### config.mk
export PLATFORM = sky130hd
export DESIGN_NAME = adc_readout_device_flat
export DESIGN_NICKNAME = d
export VERILOG_FILES = /design/src/include/adc_readout_pkg.sv /design/src/include/adc_link_if.sv /design/src/core/adc_pin_sync.sv /design/src/core/adc_readout_device.sv /design/src/flat_wrapper.sv
export SDC_FILE = /design/constraint.sdc
export NUM_CORES = 1
export LEC_CHECK = 0
export ABC_AREA = 1
export BUFFER_PORTS_ARGS = -buffer_cell sky130_fd_sc_hd__buf_2
export CAP_MARGIN = 5
export CORE_ASPECT_RATIO = 1.2
export CORE_MARGIN = 1
export CORE_UTILIZATION = 35
export CTS_CLUSTER_DIAMETER = 100
export CTS_CLUSTER_SIZE = 10
export DETAILED_ROUTE_END_ITERATION = 8
export PLACE_DENSITY_LB_ADDON = 0.12
export SKIP_LAST_GASP = 1
export SYNTH_ARGS = -nofsm -noshare
export SYNTH_HDL_FRONTEND = slang
export SYNTH_SLANG_ARGS = --single-unit
### constraint.sdc
create_clock -name i_sys_clk -period 2.26 [get_ports i_sys_clk]
set_clock_uncertainty 0.15 [all_clocks]
set_input_delay 0.226 -clock i_sys_clk [delete_from_list [all_inputs] [get_ports i_sys_clk]]
set_output_delay 0.226 -clock i_sys_clk [all_outputs]
set_load 0.01 [all_outputs]
### src/include/adc_readout_pkg.sv
// Shared constants and types for the converter serial readout link.
package adc_readout_pkg;

   localparam int         DATA_W        = 18;
   localparam int         SYS_CLK_NS    = 20;
   localparam int         T_CONV_MIN_NS = 500;
   localparam int         T_CONV_MAX_NS = 710;

   // Conversion length rounds up, the host's early limit rounds down.
   localparam logic [7:0] CONV_CYC      = 8'((T_CONV_MAX_NS + SYS_CLK_NS - 1) / SYS_CLK_NS);
   localparam logic [7:0] CONV_MIN_CYC  = 8'(T_CONV_MIN_NS / SYS_CLK_NS);

   localparam logic [7:0] FRAME_PLAIN   = 8'h12;
   localparam logic [7:0] FRAME_BUSY    = 8'h13;
   localparam logic [7:0] SCLK_HALF_CYC = 8'h08;
   localparam logic [7:0] ARM_CYC       = 8'h04;
   localparam logic [7:0] HOST_DROP_CYC = 8'(ARM_CYC + CONV_MIN_CYC / 2);
   localparam logic [7:0] HOST_WAIT_CYC = 8'(ARM_CYC + CONV_CYC + 8'h10);

   localparam logic       RST_CONV      = 1'b0;
   localparam logic       RST_SDI       = 1'b1;
   localparam logic       RST_SCLK      = 1'b0;
   localparam logic       RST_DOUT      = 1'b1;

   typedef enum logic [3:0] {
      D_IDLE  = 4'b0001,
      D_CONV  = 4'b0010,
      D_ACQ   = 4'b0100,
      D_SHIFT = 4'b1000
   } dev_state_t;

   typedef enum logic [4:0] {
      H_IDLE  = 5'b00001,
      H_CONV  = 5'b00010,
      H_WAIT  = 5'b00100,
      H_SHIFT = 5'b01000,
      H_DONE  = 5'b10000
   } host_state_t;

   typedef enum logic [4:0] {
      M_3W      = 5'b00001,
      M_3W_BUSY = 5'b00010,
      M_4W      = 5'b00100,
      M_4W_BUSY = 5'b01000,
      M_DAISY   = 5'b10000
   } host_mode_t;

endpackage

### src/include/adc_link_if.sv
// Pin-level link between the converter readout end and its host.
`timescale 1ns/100ps
interface adc_link_if;
   logic conv_start;
   logic sdi;
   logic sclk;
   logic dout_o;
   logic dout_oe;
   logic dout;

   // The pull-up holds the line high whenever the converter releases it.
   assign dout = dout_oe ? dout_o : 1'b1;

   modport device (
      input  conv_start,
      input  sdi,
      input  sclk,
      output dout_o,
      output dout_oe
   );

   modport host (
      output conv_start,
      output sdi,
      output sclk,
      input  dout
   );
endinterface

### src/core/adc_pin_sync.sv
// Three-stage synchroniser whose output follows only once stages two and three agree.
`timescale 1ns/100ps
module adc_pin_sync #(
   parameter int               WIDTH   = 1,
   parameter logic [WIDTH-1:0] RST_VAL = '0
) (
   input  wire logic             i_sys_clk,
   input  wire logic             i_arst_n,
   input  wire logic [WIDTH-1:0] i_pin,
   output logic      [WIDTH-1:0] o_q
);
   logic [WIDTH-1:0] s1_ff;
   logic [WIDTH-1:0] s2_ff;
   logic [WIDTH-1:0] s3_ff;
   logic [WIDTH-1:0] q_ff;

   // The agreement check filters a single-cycle glitch out of stage two.
   always_ff @(posedge i_sys_clk or negedge i_arst_n) begin
      if (!i_arst_n) begin
         s1_ff <= RST_VAL;
         s2_ff <= RST_VAL;
         s3_ff <= RST_VAL;
         q_ff  <= RST_VAL;
      end else begin
         s1_ff <= i_pin;
         s2_ff <= s1_ff;
         s3_ff <= s2_ff;
         q_ff  <= (~(s2_ff ^ s3_ff) & s3_ff) | ((s2_ff ^ s3_ff) & q_ff);
      end
   end

   assign o_q = q_ff;
endmodule // adc_pin_sync

### src/core/adc_readout_device.sv
// Converter end of the serial readout link: mode selection, conversion timing, output shifter.
`timescale 1ns/100ps
module adc_readout_device
   import adc_readout_pkg::*;
(
   adc_link_if.device              link,
   input  wire logic               i_sys_clk,
   input  wire logic               i_arst_n,
   input  wire logic [DATA_W-1:0]  i_sample,
   output logic                    o_converting,
   output logic                    o_daisy_mode
);
   logic [2:0]        pin_q;
   logic [2:0]        pin_d_ff;
   logic              cv_q;
   logic              din_q;
   logic              sclk_q;
   logic              cv_rise;
   logic              cv_fall;
   logic              din_rise;
   logic              din_fall;
   logic              sclk_fall;
   dev_state_t        state_ff;
   logic [7:0]        cnt_ff;
   logic [7:0]        edge_ff;
   logic [7:0]        frame_len;
   logic [DATA_W:0]   sreg_ff;
   logic [DATA_W-1:0] sample_ff;
   logic              oe_ff;
   logic              daisy_ff;
   logic              busy_ff;
   logic              cs_din_ff;
   logic              conv_ff;
   logic              start;
   logic              conv_done;
   logic              busy_end;
   logic              select;
   logic              frame_last;
   logic              shift_end;

   // Start, data input and serial clock all come from the far side's domain.
   adc_pin_sync #(
      .WIDTH   (3),
      .RST_VAL ({RST_SCLK, RST_SDI, RST_CONV})
   ) u_pin_sync (
      .i_sys_clk (i_sys_clk),
      .i_arst_n  (i_arst_n),
      .i_pin     ({link.sclk, link.sdi, link.conv_start}),
      .o_q       (pin_q)
   );

   // Previous filtered levels, for edge detection.
   always_ff @(posedge i_sys_clk or negedge i_arst_n) begin
      if (!i_arst_n) begin
         pin_d_ff <= {RST_SCLK, RST_SDI, RST_CONV};
      end else begin
         pin_d_ff <= pin_q;
      end
   end

   assign cv_q      = pin_q[0];
   assign din_q     = pin_q[1];
   assign sclk_q    = pin_q[2];
   assign cv_rise   = cv_q & ~pin_d_ff[0];
   assign cv_fall   = ~cv_q & pin_d_ff[0];
   assign din_rise  = din_q & ~pin_d_ff[1];
   assign din_fall  = ~din_q & pin_d_ff[1];
   assign sclk_fall = ~sclk_q & pin_d_ff[2];

   // A start edge during a conversion is ignored; the internal clock finishes it.
   assign start      = cv_rise && (state_ff != D_CONV);
   assign conv_done  = (state_ff == D_CONV) && (cnt_ff == CONV_CYC - 8'h01);
   // Outside daisy mode, busy is chosen by whichever select line is low when conversion ends.
   assign busy_end   = !daisy_ff && (!cv_q || !din_q);
   assign select     = (state_ff == D_ACQ) && (cv_fall || din_fall);
   assign frame_len  = busy_ff ? FRAME_BUSY : FRAME_PLAIN;
   assign frame_last = sclk_fall && (edge_ff == frame_len - 8'h01);
   // Outside daisy mode the shifter lets go after the last falling edge or when its select rises.
   assign shift_end  = !daisy_ff &&
                       (frame_last || (cs_din_ff && din_rise));

   // Main sequencer.
   always_ff @(posedge i_sys_clk or negedge i_arst_n) begin
      if (!i_arst_n) begin
         state_ff <= D_IDLE;
      end else begin
         case (state_ff)
            D_IDLE: begin
               if (start) begin
                  state_ff <= D_CONV;
               end
            end
            D_CONV: begin
               if (conv_done) begin
                  if (daisy_ff || busy_end) begin
                     state_ff <= D_SHIFT;
                  end else begin
                     state_ff <= D_ACQ;
                  end
               end
            end
            D_ACQ: begin
               if (start) begin
                  state_ff <= D_CONV;
               end else if (select) begin
                  state_ff <= D_SHIFT;
               end
            end
            D_SHIFT: begin
               if (start) begin
                  state_ff <= D_CONV;
               end else if (shift_end || (daisy_ff && cv_fall)) begin
                  state_ff <= D_IDLE;
               end
            end
            default: begin
               state_ff <= D_IDLE;
            end
         endcase
      end
   end

   // Daisy mode is fixed by the data input level at the start edge.
   always_ff @(posedge i_sys_clk or negedge i_arst_n) begin
      if (!i_arst_n) begin
         daisy_ff  <= 1'b0;
         sample_ff <= '0;
      end else if (start) begin
         daisy_ff  <= ~din_q;
         sample_ff <= i_sample;
      end
   end

   // Remember which line acts as chip select for the readout.
   always_ff @(posedge i_sys_clk or negedge i_arst_n) begin
      if (!i_arst_n) begin
         busy_ff   <= 1'b0;
         cs_din_ff <= 1'b0;
      end else if (conv_done) begin
         busy_ff   <= busy_end;
         cs_din_ff <= cv_q;
      end else if (select) begin
         cs_din_ff <= din_fall;
      end
   end

   // Conversion cycle counter on the internal clock.
   always_ff @(posedge i_sys_clk or negedge i_arst_n) begin
      if (!i_arst_n) begin
         cnt_ff <= '0;
      end else if (start) begin
         cnt_ff <= '0;
      end else if (state_ff == D_CONV) begin
         cnt_ff <= cnt_ff + 8'h01;
      end
   end

   // Count falling serial clock edges within one readout.
   always_ff @(posedge i_sys_clk or negedge i_arst_n) begin
      if (!i_arst_n) begin
         edge_ff <= '0;
      end else if (state_ff != D_SHIFT) begin
         edge_ff <= '0;
      end else if (sclk_fall) begin
         edge_ff <= edge_ff + 8'h01;
      end
   end

   // Output shifter; its top bit is the line level. A leading zero is the busy bit.
   always_ff @(posedge i_sys_clk or negedge i_arst_n) begin
      if (!i_arst_n) begin
         sreg_ff <= '0;
      end else if (conv_done) begin
         if (busy_end) begin
            sreg_ff <= {1'b0, sample_ff};
         end else begin
            sreg_ff <= {sample_ff, 1'b0};
         end
      end else if ((state_ff == D_SHIFT) && sclk_fall) begin
         sreg_ff <= {sreg_ff[DATA_W-1:0], daisy_ff & din_q};
      end else if (state_ff == D_IDLE) begin
         sreg_ff <= '0;
      end
   end

   // Output enable. Idle with both inputs low the line is driven low.
   always_ff @(posedge i_sys_clk or negedge i_arst_n) begin
      if (!i_arst_n) begin
         oe_ff <= 1'b0;
      end else if (start) begin
         oe_ff <= 1'b0;
      end else if (conv_done) begin
         oe_ff <= daisy_ff | busy_end;
      end else if (select) begin
         oe_ff <= 1'b1;
      end else if (state_ff == D_SHIFT) begin
         oe_ff <= ~(shift_end || (daisy_ff && cv_fall));
      end else if (state_ff == D_IDLE) begin
         oe_ff <= ~cv_q & ~din_q;
      end
   end

   // Conversion status for the user side.
   always_ff @(posedge i_sys_clk or negedge i_arst_n) begin
      if (!i_arst_n) begin
         conv_ff <= 1'b0;
      end else if (start) begin
         conv_ff <= 1'b1;
      end else if (conv_done) begin
         conv_ff <= 1'b0;
      end
   end

   assign link.dout_o  = sreg_ff[DATA_W];
   assign link.dout_oe = oe_ff;
   assign o_converting = conv_ff;
   assign o_daisy_mode = daisy_ff;
endmodule // adc_readout_device

### src/flat_wrapper.sv
// flat-port wrapper written by rule: the top's interface ports become plain ports
module adc_readout_device_flat import adc_readout_pkg::*;
  (i_sys_clk, i_arst_n, i_sample, o_converting, o_daisy_mode, link_conv_start, link_sdi, link_sclk, link_dout_o, link_dout_oe);
  adc_link_if link_i ();
  input  wire logic i_sys_clk;
  input  wire logic i_arst_n;
  input  wire logic [DATA_W-1:0] i_sample;
  output logic o_converting;
  output logic o_daisy_mode;
  input wire logic [$bits(link_i.conv_start)-1:0] link_conv_start;
  input wire logic [$bits(link_i.sdi)-1:0] link_sdi;
  input wire logic [$bits(link_i.sclk)-1:0] link_sclk;
  output wire logic [$bits(link_i.dout_o)-1:0] link_dout_o;
  output wire logic [$bits(link_i.dout_oe)-1:0] link_dout_oe;
  assign link_i.conv_start = link_conv_start;
  assign link_i.sdi = link_sdi;
  assign link_i.sclk = link_sclk;
  assign link_dout_o = link_i.dout_o;
  assign link_dout_oe = link_i.dout_oe;
  adc_readout_device u_core (.link(link_i), .i_sys_clk(i_sys_clk), .i_arst_n(i_arst_n), .i_sample(i_sample), .o_converting(o_converting), .o_daisy_mode(o_daisy_mode));
endmodule
==> results.md, run 1 <==
* Layout net count at approximately 500
* CTS buffer count at 9
* Simple-gate share of the synthesized area at a little under a quarter
* Post-route setup TNS at 0 ns
* Crit path max-delay family: simple AND/OR/NAND/NOR gates
* CP dominant cell by count: sky130_fd_sc_hd__inv_1
* Run status: finished clean
* Tmin final at ~1.9 ns
* Parity-gate share of the synthesized area counting xor and xnor cells at less than 1%
* Endpoint with the worst hold slack: u_core.u_pin_sync.s2_ff[0]$_DFF_PN0_
* CP startpoint kind: register
* Number of synthesized flops with an enable pin at 0
* Critical path start-end classification: register to register
* Depth of the most critical reg-to-reg path at 8
* Ys flop type: sky130_fd_sc_hd__dfrtp_1
* Most common cell after layout, fill and taps aside: sky130_fd_sc_hd__nand2_1
* Worst-case clock buffer depth at 2
* Total number of H-tree levels at 3
* Compound-Gate Fraction of Synth Area at 12.6%
* Number of antenna violations at the first check in global routing at 0
* Final count of hold timing violations at 0
* Headroom to the max-slew limit at 62.6%
* Total track usage at between 15 and 20%
* Number of primary I/O pins at 27
* Type of element capturing the critical path: register
* Part of the power in combinational logic at between 20 and 25%
* Clk slew on worst S/H paths at around 0.06 ns
* Worst slack at placement at 0.344 ns
* Total detailed-routing wirelength at 7640 um
* Final instance area at between 4000 and 5000 sq um
* Combined area of all synthesized cells at 3640 sq um
* CORE AREA at about 10,000 sq um
* RSZ-0062 raised after global routing: no
* Worst supply voltage drop on vdd at 0.433 mV
* CP arrival at around 2 ns
* Internal portion of total power at 2.93 mW
* DIE AREA at around 11,000 sq um
* Global placer's final weighted congestion at 0.749
* Delay of the slowest cell on the worst path at around 0.40 ns
* Number of distinct library cells after synthesis at 35
* Average cell area after synthesis at 8.46 sq um
* CP cell instances: ha_1 -> inv_1 -> nor2_1 -> nand3_1 -> inv_1 -> nand2_4 -> nand3_4 -> o21ai_0
* Buf/Inv on CP at 2
* Number of gates given a new drive strength after cts at 0
* Count of synthesis-stage warnings from yosys at 0
* Clock tree from TritonCTS: yes
* Main combinational cell family by area after synthesis: simple AND/OR/NAND/NOR gates
* Drt initial violations at 153
* Async SR Flop Fraction at 100%
* Final core utilization at 43.9%
* Post-Syn Nets at 455
* Critical Path Fanout Max at 26
* Setup Viol. Count Final at 0
* Clock sink count at between 70 and 80
* Synth top area cells: sky130_fd_sc_hd__dfrtp_1 49%, sky130_fd_sc_hd__nand2_1 13%, sky130_fd_sc_hd__a21oi_1 6.1%
* Final-report max-slew violation count at 0
* Most used cells in the layout excluding fill and tap cells: 130 x sky130_fd_sc_hd__nand2_1, 71 x sky130_fd_sc_hd__dfrtp_1, 52 x sky130_fd_sc_hd__inv_1
* Worst endpoint required time at around 2.4 ns
* Area growth from synthesis to layout at 21.6%
* Vias per cell at 4.69
* Register area share after synthesis at a little over half
* IO Port Bufs at 26
* Largest net degree at the start of global routing at 44
* Number of iterations in the first detailed-routing pass at 4
* Cell type contributing the most total cell area after synthesis: sky130_fd_sc_hd__dfrtp_1
* Proportion of netlist area held by the largest area contributor at approximately half
* Final non-filler cell total at roughly 610
* Floorplan die height at ~110 um
* Static leakage power at about 2.1 nW
* Clock root buffer: sky130_fd_sc_hd__clkbuf_16
* Critical Path Slowest Stage Cell: sky130_fd_sc_hd__dfrtp_1
* Number of remaining DRC errors at 0
* Sw Ratio at a little under a third
* Slack of the critical path at slightly above 0.4 ns
* Worst setup slack for register-to-register paths at a little over 0.4 ns
* Flip-flop and latch count after synthesis at 77
* Post-DP HPWL at ~5000 um
* Area share of fa/ha/maj cells after synthesis at under 10%
* Vias in the first global route at between 2,000 and 3,000
* Sequential share of power at approximately 40%
* Inst Count DP at 575
* Antenna cell count at 0
* Actual transition at the worst max-transition pin at 0.560 ns
* Final routed wire length divided by cell count at 12.5 um
* Met3 wirelength from detailed routing at between 150 and 200 um
* Endpoint of the worst-slack reg-to-reg timing path: u_core.sreg_ff[2]$_DFFE_PN0P_
* DR top layer: met4
* Die Width at 95.0 um
* Hold Path Origin: u_core.u_pin_sync.s1_ff[0]$_DFF_PN0_
* Gate count after technology mapping at 430
* Final clock period utilization by the worst path at 82.0%
* Share of layout cells above drive strength 1 at around 14%
* Post-route ant nets at 0
* Met2 wire length at approximately 3500 um
* Fill cell instance count of the final layout at between 900 and 1,000
* Clock power frac at between 30% and 40%
* Pwr Density at between 900 and 1000 nW/um^2
* Core Rows at 40
* Starting density of the core at a little over a third
* FF-to-FF Start: u_core.cnt_ff[0]$_DFFE_PN0P_
* First-pass GRT wire length at roughly 13,000 um
* Insertion delay to the later sink of the worst-skew pair at approximately 0.33 ns
* Post-synthesis mux area share at 0%
* Detailed-routing wirelength on met1 at between 3000 and 4000 um
* Number of max-cap violations at 0
* Net switching component of the power at roughly 1.3 mW
* Overflow after GRT at 0
* Highest achievable clock rate at ~540 MHz
* Hold Crit Class: register to register
* Hold Path Stages at 0
* Total number of vias at around 2,900
* Area post-placement at 3870 sq um
how the worst max path moves through the flow:
stage | startpoint | to | slack, ns | cells past startpoint
floorplan | u_core.cnt_ff[0]$_DFFE_PN0P_ | u_core.sreg_ff[8]$_DFFE_PN0P_ | 0.68 | 10
global placement | u_core.cnt_ff[0]$_DFFE_PN0P_ | u_core.sreg_ff[6]$_DFFE_PN0P_ | 0.43 | 8
detailed placement | u_core.cnt_ff[0]$_DFFE_PN0P_ | u_core.sreg_ff[2]$_DFFE_PN0P_ | 0.34 | 8
CTS | u_core.cnt_ff[0]$_DFFE_PN0P_ | u_core.sreg_ff[2]$_DFFE_PN0P_ | 0.37 | 8
global route | u_core.cnt_ff[0]$_DFFE_PN0P_ | u_core.sreg_ff[6]$_DFFE_PN0P_ | 0.24 | 8
finish | u_core.cnt_ff[0]$_DFFE_PN0P_ | u_core.sreg_ff[2]$_DFFE_PN0P_ | 0.41 | 8
cell type report:
class	instances	area (sq um)	area share (%)
Inverter	57	224	5.07
Clock buffer	12	256	5.80
Multi-Input combinational cell	284	1380	31.1
Clock inverter	4	70.1	1.59
Tap cell	126	158	3.57
Sequential cell	77	1930	43.8
Timing Repair Buffer	53	403	9.11
kinds of logic after synthesis:
logic type | Yosys count
DFF | 77
xor gates and xnor gates | 1
buffers and inverters | 69
AOI/OAI and AO/OA | 87
adders and majority gates | 5
and+or+nand+nor | 191
registers in the layout, summed over array words and instances, names as in the netlist, 3 cells and up, named ones only:
| register | cells |
|---|---|
| u_core.sreg_ff | 19 |
| u_core.u_pin_sync.s1_ff | 3 |
| u_core.sample_ff | 18 |
| u_core.edge_ff | 8 |
| u_core.cnt_ff | 8 |
| u_core.u_pin_sync.s3_ff | 3 |
| u_core.state_ff | 4 |
| u_core.pin_d_ff | 3 |
| u_core.u_pin_sync.s2_ff | 3 |
Yosys cell counts, drive strengths merged, types with 2 or more instances:
| cell | instances |
|---|---|
| a21oi | 44 |
| a22o | 2 |
| buf | 12 |
| dfrtp | 71 |
| dfstp | 6 |
| ha | 2 |
| inv | 57 |
| maj3 | 3 |
| nand2 | 134 |
| nand3 | 20 |
| nand4 | 6 |
| nor2 | 23 |
| nor3 | 4 |
| o21ai | 37 |
| o31ai | 2 |
timing repair:
| action | 4_1_cts | 5_1_grt |
|---|---|---|
| setup buffers | 0 | 0 |
| hold buffers | 22 | 0 |
| hold endpoints to repair | 57 | 0 |
metal layers:
layer,vias to the layer above,track usage [%]
li1,1484,-
met4,0,8.89
met2,35,24.7
met5,-,0
met1,1347,20.5
met3,10,3.00
power groups by stage:
stage / logic, mW / registers, mW / clock network (mW)
after floorplan: 0.735 / 1.74 / 0
after global routing: 1.09 / 1.79 / 1.66
after CTS: 0.968 / 1.76 / 1.62
after detailed placement: 0.937 / 1.78 / 0
after global placement: 0.919 / 1.78 / 0
final: 0.950 / 1.76 / 1.57
stage by stage:
step / total power [mW] / hold slack [ns]
2_1_floorplan: 2.48 / -0.220
3_3_place_gp: 2.70 / 0.113
3_5_place_dp: 2.71 / 0.117
4_1_cts: 4.34 / 0.198
5_1_grt: 4.55 / 0.203
6_report: 4.28 / 0.196
Note: power is estimated with default switching activity, not from simulation.
==> inputs of run 2 (changes only) <==
clock period = 1.7 ns   (was 2.26 ns; I/O delays follow)
==> run 2 against run 1 <==
Count of clock-buffer cells in the layout down 1. Critical path type unchanged. Setup slack worse by 0.36 ns. Wire length is 7.2% higher. Power rose by 38%. Die area unchanged. Largest cell class unchanged.
==> results.md, run 2 (synthesized netlist as in run 1, its figures left out) <==
* Run status: finished clean
* Net switching component of the power at 1.94 mW (+45%)
* CORE AREA at 10,100 sq um (unchanged)
* Setup Viol. Count Final at 0 (unchanged)
* Final clock period utilization by the worst path at 97.3% (+15 points)
* Post-DP HPWL at 5140 um (+4.0%)
* Drt initial violations at 180 (+18%)
* Tmin final at 1.65 ns (-0.198 ns)
* Vias per cell at 4.79 (+2.1%)
* Part of the power in combinational logic at 26.7% (+4.5 points)
* First-pass GRT wire length at 13,300 um (+2.0%)
* Critical Path Slowest Stage Cell: sky130_fd_sc_hd__dfrtp_1
* Final instance area at 4830 sq um (+9.2%)
* Number of iterations in the first detailed-routing pass at 8 (+4)
* Largest net degree at the start of global routing at 32 (-27%)
* Insertion delay to the later sink of the worst-skew pair at 0.33 ns (about the same)
* Die Width at 95.0 um (unchanged)
* Buf/Inv on CP at 3 (+1)
* Static leakage power at 2.26 nW (+5.9%)
* Sequential share of power at 39.6% (-1.5 points)
* Clock root buffer: sky130_fd_sc_hd__clkbuf_16
* CP startpoint kind: register
* Total detailed-routing wirelength at 8190 um (+7.2%)
* Fill cell instance count of the final layout at 970 (-2.9%)
* Multi-input combinational cell area at 1560 sq um (+14%)
* Largest registers: u_core.sreg_ff: 19 flops, u_core.sample_ff: 18 flops
* Worst supply voltage drop on vdd at 0.612 mV (+41%)
* Total number of H-tree levels at 3 (unchanged)
* Total track usage at 16.2% (+0.38 points)
* Share of layout cells above drive strength 1 at 24.5% (+10 points)
* Worst-case clock buffer depth at 2 (unchanged)
* Actual transition at the worst max-transition pin at 0.431 ns (-0.129 ns)
* Internal portion of total power at 3.95 mW (+35%)
* Final-report max-slew violation count at 0 (unchanged)
* Highest achievable clock rate at 604 MHz (+12%)
* CP arrival at 1.76 ns (-0.19 ns)
* Overflow after GRT at 0 (unchanged)
* Area growth from synthesis to layout at 32.8%
* Sw Ratio at 33.0% (+1.6 points)
* Final count of hold timing violations at 0 (unchanged)
* Most used cells in the layout excluding fill and tap cells: 127 x sky130_fd_sc_hd__nand2_1, 70 x sky130_fd_sc_hd__dfrtp_1, 50 x sky130_fd_sc_hd__inv_1
* Vias in the first global route at 2,870 (+3.1%)
* Pwr Density at 1220 nW/um^2 (+26%)
* Floorplan die height at 114 um (unchanged)
* Total number of vias at 3,047 (+5.9%)
* Critical path start-end classification: register to register
* Number of max-cap violations at 0 (unchanged)
* Starting density of the core at 36.1% (unchanged)
* DIE AREA at 10,800 sq um (unchanged)
* RSZ-0062 raised after global routing: yes
* Hold Crit Class: primary input to asynchronous set/reset pin
* Global placer's final weighted congestion at 0.773 (+3.2%)
* Worst endpoint required time at 1.81 ns (-0.55 ns)
* Number of remaining DRC errors at 0 (unchanged)
* Biggest register: u_core.sreg_ff
* Most common cell after layout, fill and taps aside: sky130_fd_sc_hd__nand2_1
* Critical Path Fanout Max at 6 (-77%)
* IO Port Bufs at 26 (unchanged)
* Delay of the slowest cell on the worst path at 0.37 ns (-0.03 ns)
* Final routed wire length divided by cell count at 12.9 um (+3.3%)
* Core Rows at 40 (unchanged)
* CTS buffer count at 9 (unchanged)
* Clock sink count at 77 (unchanged)
* Number of antenna violations at the first check in global routing at 0 (unchanged)
* Sequential standard cell area at 1940 sq um (about the same)
* CP cell instances: ha_2 -> inv_2 -> nor2_4 -> nand3_2 -> inv_4 -> nand2_8 -> clkbuf_16 -> a21oi_2 -> a21oi_1 -> o21ai_1
* Headroom to the max-slew limit at 71.3% (+8.6 points)
* Crit path max-delay family: flip-flops
* Antenna cell count at 0 (unchanged)
* Number of primary I/O pins at 27 (unchanged)
* Post-route ant nets at 0 (unchanged)
* Clock power frac at 33.7% (-3.0 points)
* Clock tree from TritonCTS: yes
* Layout net count at 530 (+4.5%)
* Area post-placement at 4010 sq um (+3.5%)
* Power consumption at 5.89 mW (+38%)
* Type of element capturing the critical path: register
* Clk slew on worst S/H paths at 0.06 ns (about the same)
* Max reg flops at 19 (unchanged)
## run 2: metrics by stage
step | setup slack, ns | TNS, ns | util [%] | cells | hold slack, ns
after global routing | -0.0594 | -0.703 | 48.0 | 636 | 0.207
after floorplan | 0.121 | 0 | - | 430 | -0.276
final | 0.0454 | 0 | 48.0 | 636 | 0.168
after global placement | 0.0467 | 0 | 39.9 | 588 | -0.00439
after CTS | 0.0151 | 0 | 45.1 | 626 | 0.193
after detailed placement | 0.0304 | 0 | 39.9 | 588 | -0.00990
## run 2: timing repair
item / in CTS / in global routing
setup buffers: 0 / 6
hold buffers: 22 / 0
gates resized for setup: 0 / 50
setup endpoints to repair: 0 / 24
endpoints found under the hold margin: 77 / 0
## run 2: worst register-to-register path, stage by stage, from the launching register on
cell and delay (ns):
sky130_fd_sc_hd__dfrtp_1 0.37, sky130_fd_sc_hd__ha_2 0.20, sky130_fd_sc_hd__inv_2 0.04, sky130_fd_sc_hd__nor2_4 0.09
sky130_fd_sc_hd__nand3_2 0.11, sky130_fd_sc_hd__inv_4 0.13, sky130_fd_sc_hd__nand2_8 0.09, sky130_fd_sc_hd__clkbuf_16 0.18
sky130_fd_sc_hd__a21oi_2 0.10, sky130_fd_sc_hd__a21oi_1 0.05, sky130_fd_sc_hd__o21ai_1 0.07
## run 2: path summary, 6_finish.rpt
check / depth (start not counted) / start / endpoint / slack [ns]
min: 2 / i_arst_n / u_core.u_pin_sync.s1_ff[2]$_DFF_PN0_ / 0.17
min reg2reg: 0 / u_core.u_pin_sync.s1_ff[2]$_DFF_PN0_ / u_core.u_pin_sync.s2_ff[2]$_DFF_PN0_ / 0.20
max in group asynchronous: 3 / i_arst_n / u_core.state_ff[0]$_DFFE_PN1P_ / 0.61
min in group i_sys_clk: 0 / u_core.u_pin_sync.s1_ff[2]$_DFF_PN0_ / u_core.u_pin_sync.s2_ff[2]$_DFF_PN0_ / 0.20
max reg2reg: 10 / u_core.cnt_ff[1]$_DFFE_PN0P_ / u_core.sreg_ff[15]$_DFFE_PN0P_ / 0.05
max: 10 / u_core.cnt_ff[1]$_DFFE_PN0P_ / u_core.sreg_ff[15]$_DFFE_PN0P_ / 0.05
## run 2: power by group through the flow
stage               registers, mW  logic [mW]  clock network, mW
floorplan                    2.31       0.977                  0
global placement             2.36        1.31                  0
detailed placement           2.36        1.34                  0
CTS                          2.33        1.38               2.05
global route                 2.38        1.77               2.11
finish                       2.34        1.57               1.99
## run 2: per-layer routing
metal,GRT usage [%],vias to the layer above,wire length (um)
met5,0,-,0
met4,8.48,0,154
met2,25.0,71,3840
met1,21.7,1416,3950
met3,2.80,15,243
li1,-,1545,-
## run 2: final cells by class
| type | instances | share of cell area [%] |
|---|---|---|
| clock inverter | 5 | 1.55 |
| sequential | 77 | 40.1 |
| inverter | 57 | 4.79 |
| multi-input combinational | 286 | 32.4 |
| timing repair buffer | 74 | 13.1 |
| clock buffer | 11 | 4.82 |
| tap | 126 | 3.27 |
==> inputs of run 3 (changes only) <==
CELL_PAD_IN_SITES_DETAIL_PLACEMENT = 0   (was default)
CELL_PAD_IN_SITES_GLOBAL_PLACEMENT = 1   (was default)
SLEW_MARGIN = 20   (was default)
==> run 3 against run 2 <==
Die area unchanged. Critical path type unchanged. Highest routed layer unchanged. Fmax grew 1.8%. Setup slack improved by 0.029 ns. First-iteration DRC count shrank 18%. Critical endpoint is now u_core.sreg_ff[7]$_DFFE_PN0P_. Worst hold slack worse by 0.056 ns. Largest cell class unchanged. Sequential power barely moved. Register-to-register slack better by 0.03 ns. Via count decreased by 2.8%. Non-clock buffer count fell by 3.
==> results.md, run 3 (synthesized netlist as in run 1, its figures left out) <==
* Run status: finished clean
* Share of layout cells above drive strength 1 at 21.7% (-2.8 points)
* Global placer's final weighted congestion at 0.747 (-3.4%)
* Vias in the first global route at 2,836 (-1.2%)
* Core Rows at 40 (unchanged)
* Hold Crit Class: primary input to asynchronous set/reset pin
* Worst supply voltage drop on vdd at 0.555 mV (-9.4%)
* Number of max-cap violations at 0 (unchanged)
* Final count of hold timing violations at 0 (unchanged)
* Total number of H-tree levels at 3 (unchanged)
* Number of remaining DRC errors at 0 (unchanged)
* Final core utilization at 46.7% (-1.3 points)
* Number of primary I/O pins at 27 (unchanged)
* Endpoint of the worst-slack reg-to-reg timing path: u_core.sreg_ff[7]$_DFFE_PN0P_
* Total detailed-routing wirelength at 8080 um (-1.4%)
* RSZ-0062 raised after global routing: yes
* Final clock period utilization by the worst path at 95.7% (-1.7 points)
* Worst setup slack for register-to-register paths at 0.07 ns (+0.03 ns)
* Most used cells in the layout excluding fill and tap cells: 128 x sky130_fd_sc_hd__nand2_1, 71 x sky130_fd_sc_hd__dfrtp_1, 50 x sky130_fd_sc_hd__inv_1
* Die Width at 95.0 um (unchanged)
* CP startpoint kind: register
* Largest registers: u_core.sreg_ff: 19 flops, u_core.sample_ff: 18 flops
* Antenna cell count at 0 (unchanged)
* Vias per cell at 4.69 (-2.2%)
* FF-to-FF Start: u_core.cnt_ff[1]$_DFFE_PN0P_
* CP arrival at 1.69 ns (-0.07 ns)
* Final non-filler cell total at 632 (-0.63%)
* Critical Path Fanout Max at 8 (+2)
* Final-report max-slew violation count at 0 (unchanged)
* Insertion delay to the later sink of the worst-skew pair at 0.34 ns (about the same)
* Inst Count DP at 590 (+0.34%)
* Type of element capturing the critical path: register
* Worst slack at placement at 0.0180 ns (-0.0124 ns)
* Tmin final at 1.63 ns (-0.0286 ns)
* CORE AREA at 10,100 sq um (unchanged)
* Post-route setup TNS at 0 ns (unchanged)
* Drt initial violations at 148 (-18%)
* Worst-case clock buffer depth at 2 (unchanged)
* Max reg flops at 19 (unchanged)
* Number of iterations in the first detailed-routing pass at 6 (-2)
* Number of antenna violations at the first check in global routing at 0 (unchanged)
* Area post-placement at 4000 sq um (-0.25%)
* Actual transition at the worst max-transition pin at 0.320 ns (-0.111 ns)
* Static leakage power at 2.22 nW (-1.8%)
* Total number of vias at 2,961 (-2.8%)
* Headroom to the max-slew limit at 78.6% (+7.4 points)
* Clock tree from TritonCTS: yes
* First-pass GRT wire length at 13,500 um (+1.6%)
* Layout net count at 526 (-0.75%)
* Clock sink count at 77 (unchanged)
* Biggest register: u_core.sreg_ff
* Most common cell after layout, fill and taps aside: sky130_fd_sc_hd__nand2_1
* Clk slew on worst S/H paths at 0.06 ns (about the same)
* Area growth from synthesis to layout at 29.1%
* Highest achievable clock rate at 615 MHz (+1.8%)
* Clock root buffer: sky130_fd_sc_hd__clkbuf_16
* Post-DP HPWL at 5480 um (+6.6%)
* CTS buffer count at 9 (unchanged)
* Floorplan die height at 114 um (unchanged)
* Overflow after GRT at 0 (unchanged)
* Post-route ant nets at 0 (unchanged)
* Final routed wire length divided by cell count at 12.8 um (-0.73%)
* DIE AREA at 10,800 sq um (unchanged)
* Total track usage at 16.4% (+0.22 points)
* Depth of the most critical reg-to-reg path at 10 (unchanged)
* Final instance area at 4700 sq um (-2.7%)
* IO Port Bufs at 26 (unchanged)
* Pwr Density at 1300 nW/um^2 (+6.5%)
* Largest net degree at the start of global routing at 46 (+44%)
* Slack of the critical path at 0.0739 ns (+0.0286 ns)
* Critical path start-end classification: register to register
* Starting density of the core at 36.1% (unchanged)
* Worst endpoint required time at 1.76 ns (-0.05 ns)
* Setup Viol. Count Final at 0 (unchanged)
[run 3: cell types whose count changed in the layout (fill, tap and decap cells not counted), moves of 2 or more]
cell                         before  now
sky130_fd_sc_hd__a21oi_2         16   11
sky130_fd_sc_hd__nor2_1          17   19
sky130_fd_sc_hd__clkinvlp_4       0    2
sky130_fd_sc_hd__a21oi_4          5    0
sky130_fd_sc_hd__clkbuf_16       11    9
sky130_fd_sc_hd__clkbuf_1         2    0
sky130_fd_sc_hd__clkinv_2         3    1
sky130_fd_sc_hd__a21oi_1         23   33
[run 3: per-stage QoR]
stage,hold WS (ns),power [mW]
2_1_floorplan,-0.276,3.29
3_3_place_gp,-0.0780,3.70
3_5_place_dp,-0.0733,3.71
4_1_cts,0.120,6.00
5_1_grt,0.129,6.47
6_report,0.112,6.10
[run 3: per-layer routing]
metal  GRT usage [%]  up-vias  part of all wire [%]
li1                -     1528                     -
met2            26.1       22                    48
met1            21.6     1401                    48
met5               0        -                     0
met3            3.40       10                   1.8
met4            7.07        0                   1.6
[run 3: what timing repair did]
item / in CTS / in global routing
hold buffers: 22 / 0
setup buffers: 0 / 3
hold endpoints to repair: 93 / 0
resized for setup: 0 / 27
setup endpoints to repair: 0 / 24
[run 3: layout make-up]
type                       count  area, sq um
multi-input combinational    285         1460
inverter                      57          226
timing repair buffer          71          567
sequential                    77         1930
tap                          126          158
clock inverter                 6          110
clock buffer                  10          239
fill                        1000         5360
[run 3: worst max path at each step]
stage | startpoint | end | slack (ns) | cells after the start
finish | u_core.cnt_ff[1]$_DFFE_PN0P_ | u_core.sreg_ff[7]$_DFFE_PN0P_ | 0.07 | 10
global route | u_core.cnt_ff[1]$_DFFE_PN0P_ | u_core.sreg_ff[11]$_DFFE_PN0P_ | -0.04 | 10
floorplan | u_core.cnt_ff[0]$_DFFE_PN0P_ | u_core.sreg_ff[8]$_DFFE_PN0P_ | 0.12 | 10
detailed placement | u_core.cnt_ff[0]$_DFFE_PN0P_ | u_core.sreg_ff[3]$_DFFE_PN0P_ | 0.02 | 10
global placement | u_core.cnt_ff[0]$_DFFE_PN0P_ | u_core.sreg_ff[3]$_DFFE_PN0P_ | 0.05 | 10
CTS | u_core.cnt_ff[0]$_DFFE_PN0P_ | u_core.sreg_ff[3]$_DFFE_PN0P_ | 0.01 | 10
[run 3: worst max-delay path, stage by stage (launching register included)]
cell                      delay [ns]
sky130_fd_sc_hd__dfrtp_1        0.39
sky130_fd_sc_hd__ha_2           0.20
sky130_fd_sc_hd__inv_2          0.04
sky130_fd_sc_hd__nor2_1         0.03
sky130_fd_sc_hd__nand3_1        0.11
sky130_fd_sc_hd__inv_2          0.07
sky130_fd_sc_hd__nand2_8        0.11
sky130_fd_sc_hd__buf_6          0.15
sky130_fd_sc_hd__a21oi_1        0.05
sky130_fd_sc_hd__a21oi_1        0.11
sky130_fd_sc_hd__o21ai_0        0.09
[run 3: report_power, final]
part           total, mW  switching, mW  internal (mW)
Combinational       1.55          0.959          0.587
Clock               2.22          0.749           1.47
Sequential          2.33          0.225           2.11
Total               6.10           1.93           4.17
